==> config.mk <==
export PLATFORM = sky130hd
export DESIGN_NAME = waveform_history_capture
export DESIGN_NICKNAME = d
export VERILOG_FILES = /design/src/verilog/history_pkg.sv /design/src/verilog/waveform_history_capture.sv
export SDC_FILE = /design/constraint.sdc
export NUM_CORES = 2
export LEC_CHECK = 0
export ABC_AREA = 1
export BUFFER_PORTS_ARGS = -buffer_cell sky130_fd_sc_hd__buf_4
export CORE_MARGIN = 2
export CORE_UTILIZATION = 65
export CTS_BUF_LIST = sky130_fd_sc_hd__clkbuf_8 sky130_fd_sc_hd__clkbuf_16
export DETAILED_ROUTE_END_ITERATION = 10
export PLACE_DENSITY = 0.89
export RECOVER_POWER = 100
export SYNTH_ARGS = -nofsm -noshare
export SYNTH_HDL_FRONTEND = slang
export SYNTH_SLANG_ARGS = --single-unit
==> constraint.sdc <==
create_clock -name ref_clk_in -period 7.2 [get_ports ref_clk_in]
set_clock_uncertainty 0.05 [all_clocks]
set_input_delay 1.44 -clock ref_clk_in [delete_from_list [all_inputs] [get_ports ref_clk_in]]
set_output_delay 1.44 -clock ref_clk_in [all_outputs]
set_load 0.05 [all_outputs]
==> src/verilog/history_pkg.sv <==
package history_pkg;
  // register offsets
  localparam logic [7:0] RUN_STOP_ADDR  = 8'h19;
  localparam logic [7:0] KEY_ADDR       = 8'h39;
  localparam logic [7:0] OVERRIDE_ADDR  = 8'h3A;
  localparam logic [7:0] WIDTH_ADDR     = 8'h3F;
  localparam logic [7:0] DELAY_ADDR     = 8'h40;
  localparam logic [7:0] VOLT_PORT_ADDR = 8'h46;
  localparam logic [7:0] CURR_PORT_ADDR = 8'h47;
  // reset values
  localparam logic [3:0] RUN_STOP_RST   = 4'hF;
  localparam logic [7:0] KEY_RST        = 8'h00;
  localparam logic       OVERRIDE_RST   = 1'b0;
  localparam logic [3:0] WIDTH_RST      = 4'hF;
  localparam logic [5:0] DELAY_RST      = 6'h19;
  // key that unlocks the override bit
  localparam logic [7:0] OVERRIDE_KEY   = 8'hA5;
  // field positions
  localparam int         VOLT_BIT       = 0;
  localparam int         CURR_BIT       = 1;
  localparam int         OVERRIDE_POS   = 0;
  // buffer geometry
  localparam int         SAMPLE_W       = 10;
  localparam logic [5:0] HIST_DEPTH     = 6'd50;
  localparam logic [5:0] DELAY_MAX      = 6'd50;
  localparam int         FIFO_DEPTH     = 8;
endpackage

==> src/verilog/waveform_history_capture.sv <==
`timescale 1ns/1ps
// Summary of operation
// - two 10-bit 50-deep overwriting histories
// - fault shutdown stops recording after delay
// - reading a history port freezes it
// - channel switched off stops recording
// - voltage port 0x46, current port 0x47
// - run bits at 0x19, reset 0x0F
// - resolution bits at 0x3F per signal
// - 10-bit: high byte then low byte
// - 8-bit mode: one high byte each
// - stop delay 0x40 bits 5:0, max 50
// - stop delay resets to 25
// - fault latches channel off
// - enable toggle clears the latch
// - override bit forces channel on
// - no fault shutdown while forced on
// - override set needs key 0xA5 at 0x39
// - history readable any time

// ------------------------------------------------------------
// sample fifo
// ------------------------------------------------------------
module sample_fifo #(
  parameter int WIDTH = 20,
  parameter int DEPTH = 8
) (
  input  wire logic             ref_clk_in,
  input  wire logic             nrst_in,
  input  wire logic             in_valid_in,
  input  wire logic [WIDTH-1:0] in_data_in,
  output logic                  in_ready_out,
  output logic                  out_valid_out,
  output logic      [WIDTH-1:0] out_data_out,
  input  wire logic             out_ready_in
);
  localparam int AW = $clog2(DEPTH);

  logic [WIDTH-1:0] mem [DEPTH];
  logic [AW-1:0]    wr_q;
  logic [AW-1:0]    rd_q;
  logic [AW:0]      cnt_q;
  logic [AW:0]      cnt_d;
  wire              push = in_valid_in & in_ready_out;
  wire              pop  = out_valid_out & out_ready_in;

  assign out_valid_out = (cnt_q != '0);
  assign out_data_out  = mem[rd_q];
  assign cnt_d = cnt_q + {{AW{1'b0}}, push} - {{AW{1'b0}}, pop};

  always_ff @(posedge ref_clk_in) begin
    if (push) begin
      mem[wr_q] <= in_data_in;
    end
  end

  // ready is registered so the source sees a clean level
  always_ff @(posedge ref_clk_in or negedge nrst_in) begin
    if (!nrst_in) begin
      wr_q         <= '0;
      rd_q         <= '0;
      cnt_q        <= '0;
      in_ready_out <= 1'b1;
    end else begin
      wr_q         <= push ? wr_q + 1'b1 : wr_q;
      rd_q         <= pop ? rd_q + 1'b1 : rd_q;
      cnt_q        <= cnt_d;
      in_ready_out <= (cnt_d != (AW+1)'(DEPTH));
    end
  end
endmodule

// ------------------------------------------------------------
// capture top
// ------------------------------------------------------------
module waveform_history_capture (
  input  wire logic       ref_clk_in,
  input  wire logic       nrst_in,
  input  wire logic       sample_valid_in,
  input  wire logic [9:0] sample_volt_in,
  input  wire logic [9:0] sample_curr_in,
  output logic            sample_ready_out,
  input  wire logic       enable_pin_in,
  input  wire logic       channel_enable_bit_a_in,
  input  wire logic       channel_enable_bit_b_in,
  input  wire logic       fault_shutdown_in,
  input  wire logic [7:0] reg_addr_in,
  input  wire logic [7:0] reg_wdata_in,
  input  wire logic       reg_wr_in,
  input  wire logic       reg_rd_in,
  output logic      [7:0] reg_rdata_out,
  output logic            reg_rvalid_out,
  output logic            channel_on_out,
  output logic            latched_off_out,
  output logic            override_bit_out
);
  import history_pkg::*;

  // ----------------------------------------------------------
  // pin sync and enable decode
  // ----------------------------------------------------------
  logic pin_s1_q;
  logic pin_s2_q;
  logic req_q;
  logic latch_q;
  logic fstop_q;
  logic [5:0] dly_cnt_q;

  // channel asked on only when pin and both bits agree
  wire req_on = pin_s2_q & channel_enable_bit_a_in
              & channel_enable_bit_b_in;
  wire req_fall = req_q & ~req_on;
  // forced on masks every fault
  wire trip = fault_shutdown_in & ~override_bit_out
            & req_on & ~latch_q;
  wire chan_on = override_bit_out
               | (req_on & ~latch_q);

  // ----------------------------------------------------------
  // register decode
  // ----------------------------------------------------------
  logic [3:0] run_q;
  logic [7:0] key_q;
  logic [3:0] res_q;
  logic [5:0] dly_q;
  logic [1:0] rd_frz_q;
  logic [1:0] last_port_q;

  wire wr_run   = reg_wr_in & (reg_addr_in == RUN_STOP_ADDR);
  wire wr_key   = reg_wr_in & (reg_addr_in == KEY_ADDR);
  wire wr_ovr   = reg_wr_in & (reg_addr_in == OVERRIDE_ADDR);
  wire wr_res   = reg_wr_in & (reg_addr_in == WIDTH_ADDR);
  wire wr_dly   = reg_wr_in & (reg_addr_in == DELAY_ADDR);
  wire [1:0] rd_port;
  assign rd_port[VOLT_BIT] = reg_rd_in
                           & (reg_addr_in == VOLT_PORT_ADDR);
  assign rd_port[CURR_BIT] = reg_rd_in
                           & (reg_addr_in == CURR_PORT_ADDR);
  // a first read of a port starts a new block at the oldest
  wire [1:0] blk_start = rd_port & ~last_port_q;
  // setting the bit is honoured only with the key in place
  wire ovr_set = wr_ovr & reg_wdata_in[OVERRIDE_POS]
               & (key_q == OVERRIDE_KEY);
  wire ovr_clr = wr_ovr & ~reg_wdata_in[OVERRIDE_POS];

  // ----------------------------------------------------------
  // sample fifo and record gating
  // ----------------------------------------------------------
  wire        f_valid;
  wire [19:0] f_data;
  wire        f_ready;
  // drain stalls during a block read so memory holds still
  assign f_ready = (last_port_q == 2'b00);
  wire        pop = f_valid & f_ready;
  wire [1:0]  rec;
  wire [7:0]  hbyte [2];

  sample_fifo #(
    .WIDTH (2*SAMPLE_W),
    .DEPTH (FIFO_DEPTH)
  ) u_fifo (
    .ref_clk_in    (ref_clk_in),
    .nrst_in       (nrst_in),
    .in_valid_in   (sample_valid_in),
    .in_data_in    ({sample_volt_in, sample_curr_in}),
    .in_ready_out  (sample_ready_out),
    .out_valid_out (f_valid),
    .out_data_out  (f_data),
    .out_ready_in  (f_ready)
  );

  // recording runs on through a latched-off delay window
  wire live = (chan_on | latch_q) & ~fstop_q;
  assign rec = run_q[1:0] & ~rd_frz_q & {2{live}};

  // ----------------------------------------------------------
  // per-signal history buffers
  // ----------------------------------------------------------
  for (genvar g = 0; g < 2; g++) begin : g_buf
    logic [SAMPLE_W-1:0] hist [HIST_DEPTH];
    logic [5:0]          wptr_q;
    logic                full_q;
    logic [5:0]          ridx_q;
    logic                phase_q;
    wire  [9:0]          din = (g == VOLT_BIT) ? f_data[19:10]
                                               : f_data[9:0];
    wire                 wr  = pop & rec[g];
    wire  [5:0]          oldest = full_q ? wptr_q : 6'd0;
    wire  [5:0]          span   = full_q ? HIST_DEPTH : wptr_q;
    wire  [5:0]          idx    = blk_start[g] ? 6'd0 : ridx_q;
    wire  [6:0]          sum    = {1'b0, oldest} + {1'b0, idx};
    wire  [5:0]          raddr  = (sum >= {1'b0, HIST_DEPTH})
                                ? 6'(sum - {1'b0, HIST_DEPTH})
                                : sum[5:0];
    wire  [9:0]          smp    = hist[raddr];
    wire                 hi_only = res_q[g];
    wire                 ph      = blk_start[g] ? 1'b0 : phase_q;
    // low byte carries bits 1:0, upper bits zero
    assign hbyte[g] = (hi_only | ~ph) ? smp[9:2]
                                      : {6'h00, smp[1:0]};
    wire  step_idx = hi_only | ph;
    wire  [5:0] nidx = (idx + 6'd1 >= span) ? 6'd0 : idx + 6'd1;

    always_ff @(posedge ref_clk_in) begin
      if (wr) begin
        hist[wptr_q] <= din;
      end
    end

    always_ff @(posedge ref_clk_in or negedge nrst_in) begin
      if (!nrst_in) begin
        wptr_q  <= 6'd0;
        full_q  <= 1'b0;
        ridx_q  <= 6'd0;
        phase_q <= 1'b0;
      end else begin
        if (wr) begin
          // oldest entry is overwritten once the ring is full
          wptr_q <= (wptr_q == HIST_DEPTH - 6'd1) ? 6'd0
                                                   : wptr_q + 6'd1;
          full_q <= full_q | (wptr_q == HIST_DEPTH - 6'd1);
        end
        if (rd_port[g]) begin
          phase_q <= hi_only ? 1'b0 : ~ph;
          ridx_q  <= step_idx ? nidx : idx;
        end
      end
    end
  end

  // ----------------------------------------------------------
  // read mux
  // ----------------------------------------------------------
  wire [7:0] rmux =
      rd_port[VOLT_BIT]                   ? hbyte[VOLT_BIT] :
      rd_port[CURR_BIT]                   ? hbyte[CURR_BIT] :
      (reg_addr_in == RUN_STOP_ADDR)      ? {4'h0, run_q}   :
      (reg_addr_in == KEY_ADDR)           ? key_q           :
      (reg_addr_in == OVERRIDE_ADDR)      ? {7'h00, override_bit_out} :
      (reg_addr_in == WIDTH_ADDR)         ? {4'h0, res_q}   :
      (reg_addr_in == DELAY_ADDR)         ? {2'b00, dly_q}  :
                                            8'h00;

  // ----------------------------------------------------------
  // register storage
  // ----------------------------------------------------------
  always_ff @(posedge ref_clk_in or negedge nrst_in) begin
    if (!nrst_in) begin
      run_q            <= RUN_STOP_RST;
      key_q            <= KEY_RST;
      override_bit_out <= OVERRIDE_RST;
      res_q            <= WIDTH_RST;
      dly_q            <= DELAY_RST;
      reg_rdata_out    <= 8'h00;
      reg_rvalid_out   <= 1'b0;
    end else begin
      run_q <= wr_run ? reg_wdata_in[3:0] : run_q;
      key_q <= wr_key ? reg_wdata_in : key_q;
      res_q <= wr_res ? reg_wdata_in[3:0] : res_q;
      dly_q <= wr_dly ? reg_wdata_in[5:0] : dly_q;
      if (ovr_set) begin
        override_bit_out <= 1'b1;
      end else if (ovr_clr) begin
        override_bit_out <= 1'b0;
      end
      reg_rdata_out  <= reg_rd_in ? rmux : reg_rdata_out;
      reg_rvalid_out <= reg_rd_in;
    end
  end

  // ----------------------------------------------------------
  // freeze-on-read tracking
  // ----------------------------------------------------------
  // a port read freezes its buffer until software rewrites run
  always_ff @(posedge ref_clk_in or negedge nrst_in) begin
    if (!nrst_in) begin
      rd_frz_q    <= 2'b00;
      last_port_q <= 2'b00;
    end else begin
      rd_frz_q <= rd_port | (wr_run ? 2'b00 : rd_frz_q);
      if (reg_rd_in | reg_wr_in) begin
        last_port_q <= rd_port;
      end
    end
  end

  // ----------------------------------------------------------
  // latch-off and stop delay
  // ----------------------------------------------------------
  wire [5:0] dly_eff = (dly_q > DELAY_MAX) ? DELAY_MAX : dly_q;

  always_ff @(posedge ref_clk_in or negedge nrst_in) begin
    if (!nrst_in) begin
      pin_s1_q        <= 1'b0;
      pin_s2_q        <= 1'b0;
      req_q           <= 1'b0;
      latch_q         <= 1'b0;
      fstop_q         <= 1'b0;
      dly_cnt_q       <= 6'd0;
      channel_on_out  <= 1'b0;
      latched_off_out <= 1'b0;
    end else begin
      pin_s1_q <= enable_pin_in;
      pin_s2_q <= pin_s1_q;
      req_q    <= req_on;
      if (req_fall) begin
        latch_q <= 1'b0;
        fstop_q <= 1'b0;
      end else if (trip) begin
        latch_q   <= 1'b1;
        dly_cnt_q <= dly_eff;
        fstop_q   <= (dly_eff == 6'd0);
      end else if (latch_q & ~fstop_q & pop) begin
        // count only samples taken after the shutdown
        dly_cnt_q <= dly_cnt_q - 6'd1;
        fstop_q   <= (dly_cnt_q == 6'd1);
      end
      channel_on_out  <= chan_on;
      latched_off_out <= latch_q;
    end
  end
endmodule

==> metrics <==
status=finished, violations left; violations in the final reports=capacitance limit, slew limit; critical path fanouts, max=55; post-route ant nets=0; share of post-route cells with drive strength above 1=0.08926; vias in the first global route=about 37000; critical path class=input pin to flop; post-synthesis sequential area ratio=0.7061; Inst Count DP=5414; DRC=0; IO buf count=57; worst slew pin tran=between 3 and 4 ns; async set-reset flop share out of synthesis=0.07051; non-filler instance count after layout=5631; max_cap viols=24; f_max=about 150 MHz; Die W=slightly below 300 um; area delta synth->final=9.886%; Die Area=a little over 80000 um2; Synth Flop Type=edfxtp_1; Clock Latency Late Sink=between 0.7 and 0.8 ns; global-route wire length before repair=207.0 mm; Max Root-Sink Buffers=3; post-synth cell types=53; root buf cell=clkbuf_16; clk sinks=between 1000 and 1500; initial antenna violation count=2; CP Launch Type=input pin; Synth Net Count=4550; H-tree depth=3; Final Max Tran Viols=996; Worst setup endpoint=reg_rdata_out[1]$_DFFE_PN0P_; Post-Syn Area=52470 um2; hold-fix buffers at CTS=0; reg-to-reg setup timing slack=approximately 0.46 ns; Avg WL per Cell=24.22 um; pin count of the biggest net entering global routing=214; gr usage total=0.3262; TritonCTS clock tree=done; DRT iter0 DRCs=6359; RSZ-0062 raised after global routing=false; Pwr Density=402.2 nW/um2; flop and latch count out of synthesis=between 1000 and 1500; critical path's slowest cell=nand4_1; Cell Rows=104; largest vdd supply drop=332.7 uV; cts repair resizes=0; Worst setup EP type=flop; Yosys warnings=0; hpwl dp=77.20 mm; gr ovfl total=0; Critical R2R Launch=u_fifo.rd_q[0]$_DFFE_PN0P_; clk slew on worst S/H paths=0.07 ns; EDFF count, synth=1160; Most Frequent Cell on Critical Path=nand2_1; RR Endpoint=g_buf[0].hist[23][0]$_DFFE_PP_; Slew HR=-1.414; Ports=58; final layout net count=4557; post-route minimum period=roughly 6.8 ns; R2R depth=6; Worst Path Arrival=around 7.3 ns; CORE AREA=80290 um2; worst hold slack=0.3095 ns; Routed WL=136.4 mm; # setup viols final=0; count of final hold-check violations=0; initial core utilization=0.6535; gpl congestion=around 0.95; setup_tns=0 ns; via-per-instance ratio=6.644; crit path from=reg_addr_in[5]; drt pass-1 iters=10; Die H=a little under 300 um; via count=37413; Worst Path Required=7.74 ns; Final Cycle Share=0.9413; antenna cells=0; Cells after Synth=roughly 4500; Post-CTS Setup Bufs=0; Pleak=0.02015 uW; type of the worst min-delay path=flop to flop; Syn Area/Cell=11.75 um2; max incr delay on CP=roughly 0.77 ns; clock buffer count from CTS=115
cell usage after synthesis (2+ instances only):
cell type	count	area (um2)
nor2_1	803	3014
nand3_2	3	30.03
o311ai_0	45	394.1
ha_1	39	488.0
nand2_2	10	62.56
nand2_4	3	33.78
o21ai_0	310	1551
a211oi_1	4	30.03
xor2_1	15	131.4
or2_2	99	619.3
o22ai_1	28	175.2
edfxtp_1	1160	34830
buf_1	6	22.52
buf_6	5	56.30
a21boi_0	2	15.01
nand3_1	347	1737
inv_1	155	581.8
xnor2_1	7	61.31
o21bai_1	5	37.54
mux2i_1	49	490.5
dfrtp_1	76	1902
o221ai_1	4	35.03
o21ai_2	2	17.52
inv_2	6	22.52
nor4_1	3	18.77
buf_4	12	90.09
a22oi_1	2	15.01
a21o_1	2	15.01
nor3_1	17	85.08
o31ai_1	14	105.1
o21a_1	3	22.52
nand4_1	5	31.28
dfstp_2	12	315.3
fa_1	2	40.04
o21ai_1	56	280.3
a31oi_1	25	156.4
o211ai_1	131	983.4
a21oi_1	86	430.4
buf_2	32	160.2
clkbuf_1	188	705.7
clkinv_1	7	26.28
nand2_1	673	2526
how the worst min path moves through the flow:
stage                       startpoint                 end  slack, ns  cells after the start
detailed placement  pin_s1_q$_DFF_PN0_  pin_s2_q$_DFF_PN0_       0.29                      0
global route        pin_s1_q$_DFF_PN0_  pin_s2_q$_DFF_PN0_       0.32                      0
finish              pin_s1_q$_DFF_PN0_  pin_s2_q$_DFF_PN0_       0.31                      0
CTS                 pin_s1_q$_DFF_PN0_  pin_s2_q$_DFF_PN0_       0.31                      0
floorplan           pin_s1_q$_DFF_PN0_  pin_s2_q$_DFF_PN0_       0.28                      0
global placement    pin_s1_q$_DFF_PN0_  pin_s2_q$_DFF_PN0_       0.29                      0
layer usage:
metal / wire length (um) / track usage
met1: 45530 / 0.4171
met2: 64460 / 0.5222
met3: 18080 / 0.07916
met4: 8314 / 0.1733
met5: 12 / 0
stage by stage:
stage | total power, uW | worst slack (ns) | area [um2] | utilization
4_1_cts | 22750 | 0.9677 | 57950 | 0.7218
3_3_place_gp | 16550 | 0.4703 | 54240 | 0.6756
3_5_place_dp | 16840 | 0.2800 | 54240 | 0.6756
5_1_grt | 23720 | 0.2130 | 57660 | 0.7181
6_report | 23190 | 0.4229 | 57660 | 0.7181
2_1_floorplan | 14050 | 1.573 | 52470 | -
logic make-up (layout without fill, tap and decap cells):
logic type,count (synthesis),after routing,synth area share
compound gates,723,723,0.08205
flops,1248,1248,0.7061
fa+ha+maj,41,41,0.01006
mux,50,50,0.009562
buf+inv,411,518,0.03174
simple gates,1968,1968,0.1565
xor+xnor,23,23,0.003982
cell type report:
cell class                      instances  area (um2)
Multi-Input combinational cell       2805       14100
Timing Repair Buffer                  133       834.6
Fill cell                            4611       22630
Clock inverter                         97       749.5
Inverter                              168       640.6
Sequential cell                      1248       37050
Tap cell                             1060        1326
Clock buffer                          120        2958
critical path: cells and delay by family:
kind | cells | cell delay (ns)
fa+ha+maj | 3 | 0.68
simple gates | 20 | 3.79
compound gates | 3 | 0.27
buf+inv | 5 | 1.04
cell usage in the layout (no fill, tap or decap), types with 8 or more instances in the layout:
| cell type | count |
|---|---|
| dfstp_2 | 12 |
| edfxtp_1 | 1160 |
| o22ai_1 | 28 |
| clkbuf_1 | 59 |
| a31oi_4 | 18 |
| o211ai_1 | 131 |
| o311ai_0 | 45 |
| xor2_1 | 14 |
| ha_1 | 37 |
| inv_1 | 177 |
| nor2_2 | 8 |
| nor3_1 | 17 |
| nor2_1 | 796 |
| o31ai_1 | 14 |
| clkinv_1 | 37 |
| o21ai_0 | 311 |
| o21ai_1 | 54 |
| buf_4 | 56 |
| dfrtp_1 | 75 |
| bufinv_16 | 8 |
| clkbuf_16 | 116 |
| a21oi_1 | 86 |
| nand2_1 | 673 |
| or2_2 | 98 |
| clkinv_2 | 20 |
| nand3_1 | 347 |
| inv_2 | 9 |
| mux2i_1 | 49 |
registers in the layout, summed over array words and instances (netlist names), 3 cells and up:
| name | flops |
|---|---|
| u_fifo.cnt_q | 4 |
| g_buf.ridx_q | 12 |
| u_fifo.wr_q | 3 |
| g_buf.hist | 1000 |
| run_q | 4 |
| res_q | 4 |
| u_fifo.mem | 160 |
| u_fifo.rd_q | 3 |
| key_q | 8 |
| reg_rdata_out | 8 |
| g_buf.wptr_q | 12 |
| dly_cnt_q | 6 |
| dly_q | 6 |
power breakdown:
group          total [uW]  internal (uW)  switching, uW
sequential          10100           9980           73.7
combinational        7170           1530           5640
clock                5960           3270           2690
total               23200          14800           8410
(Power assumes the default switching activity.)
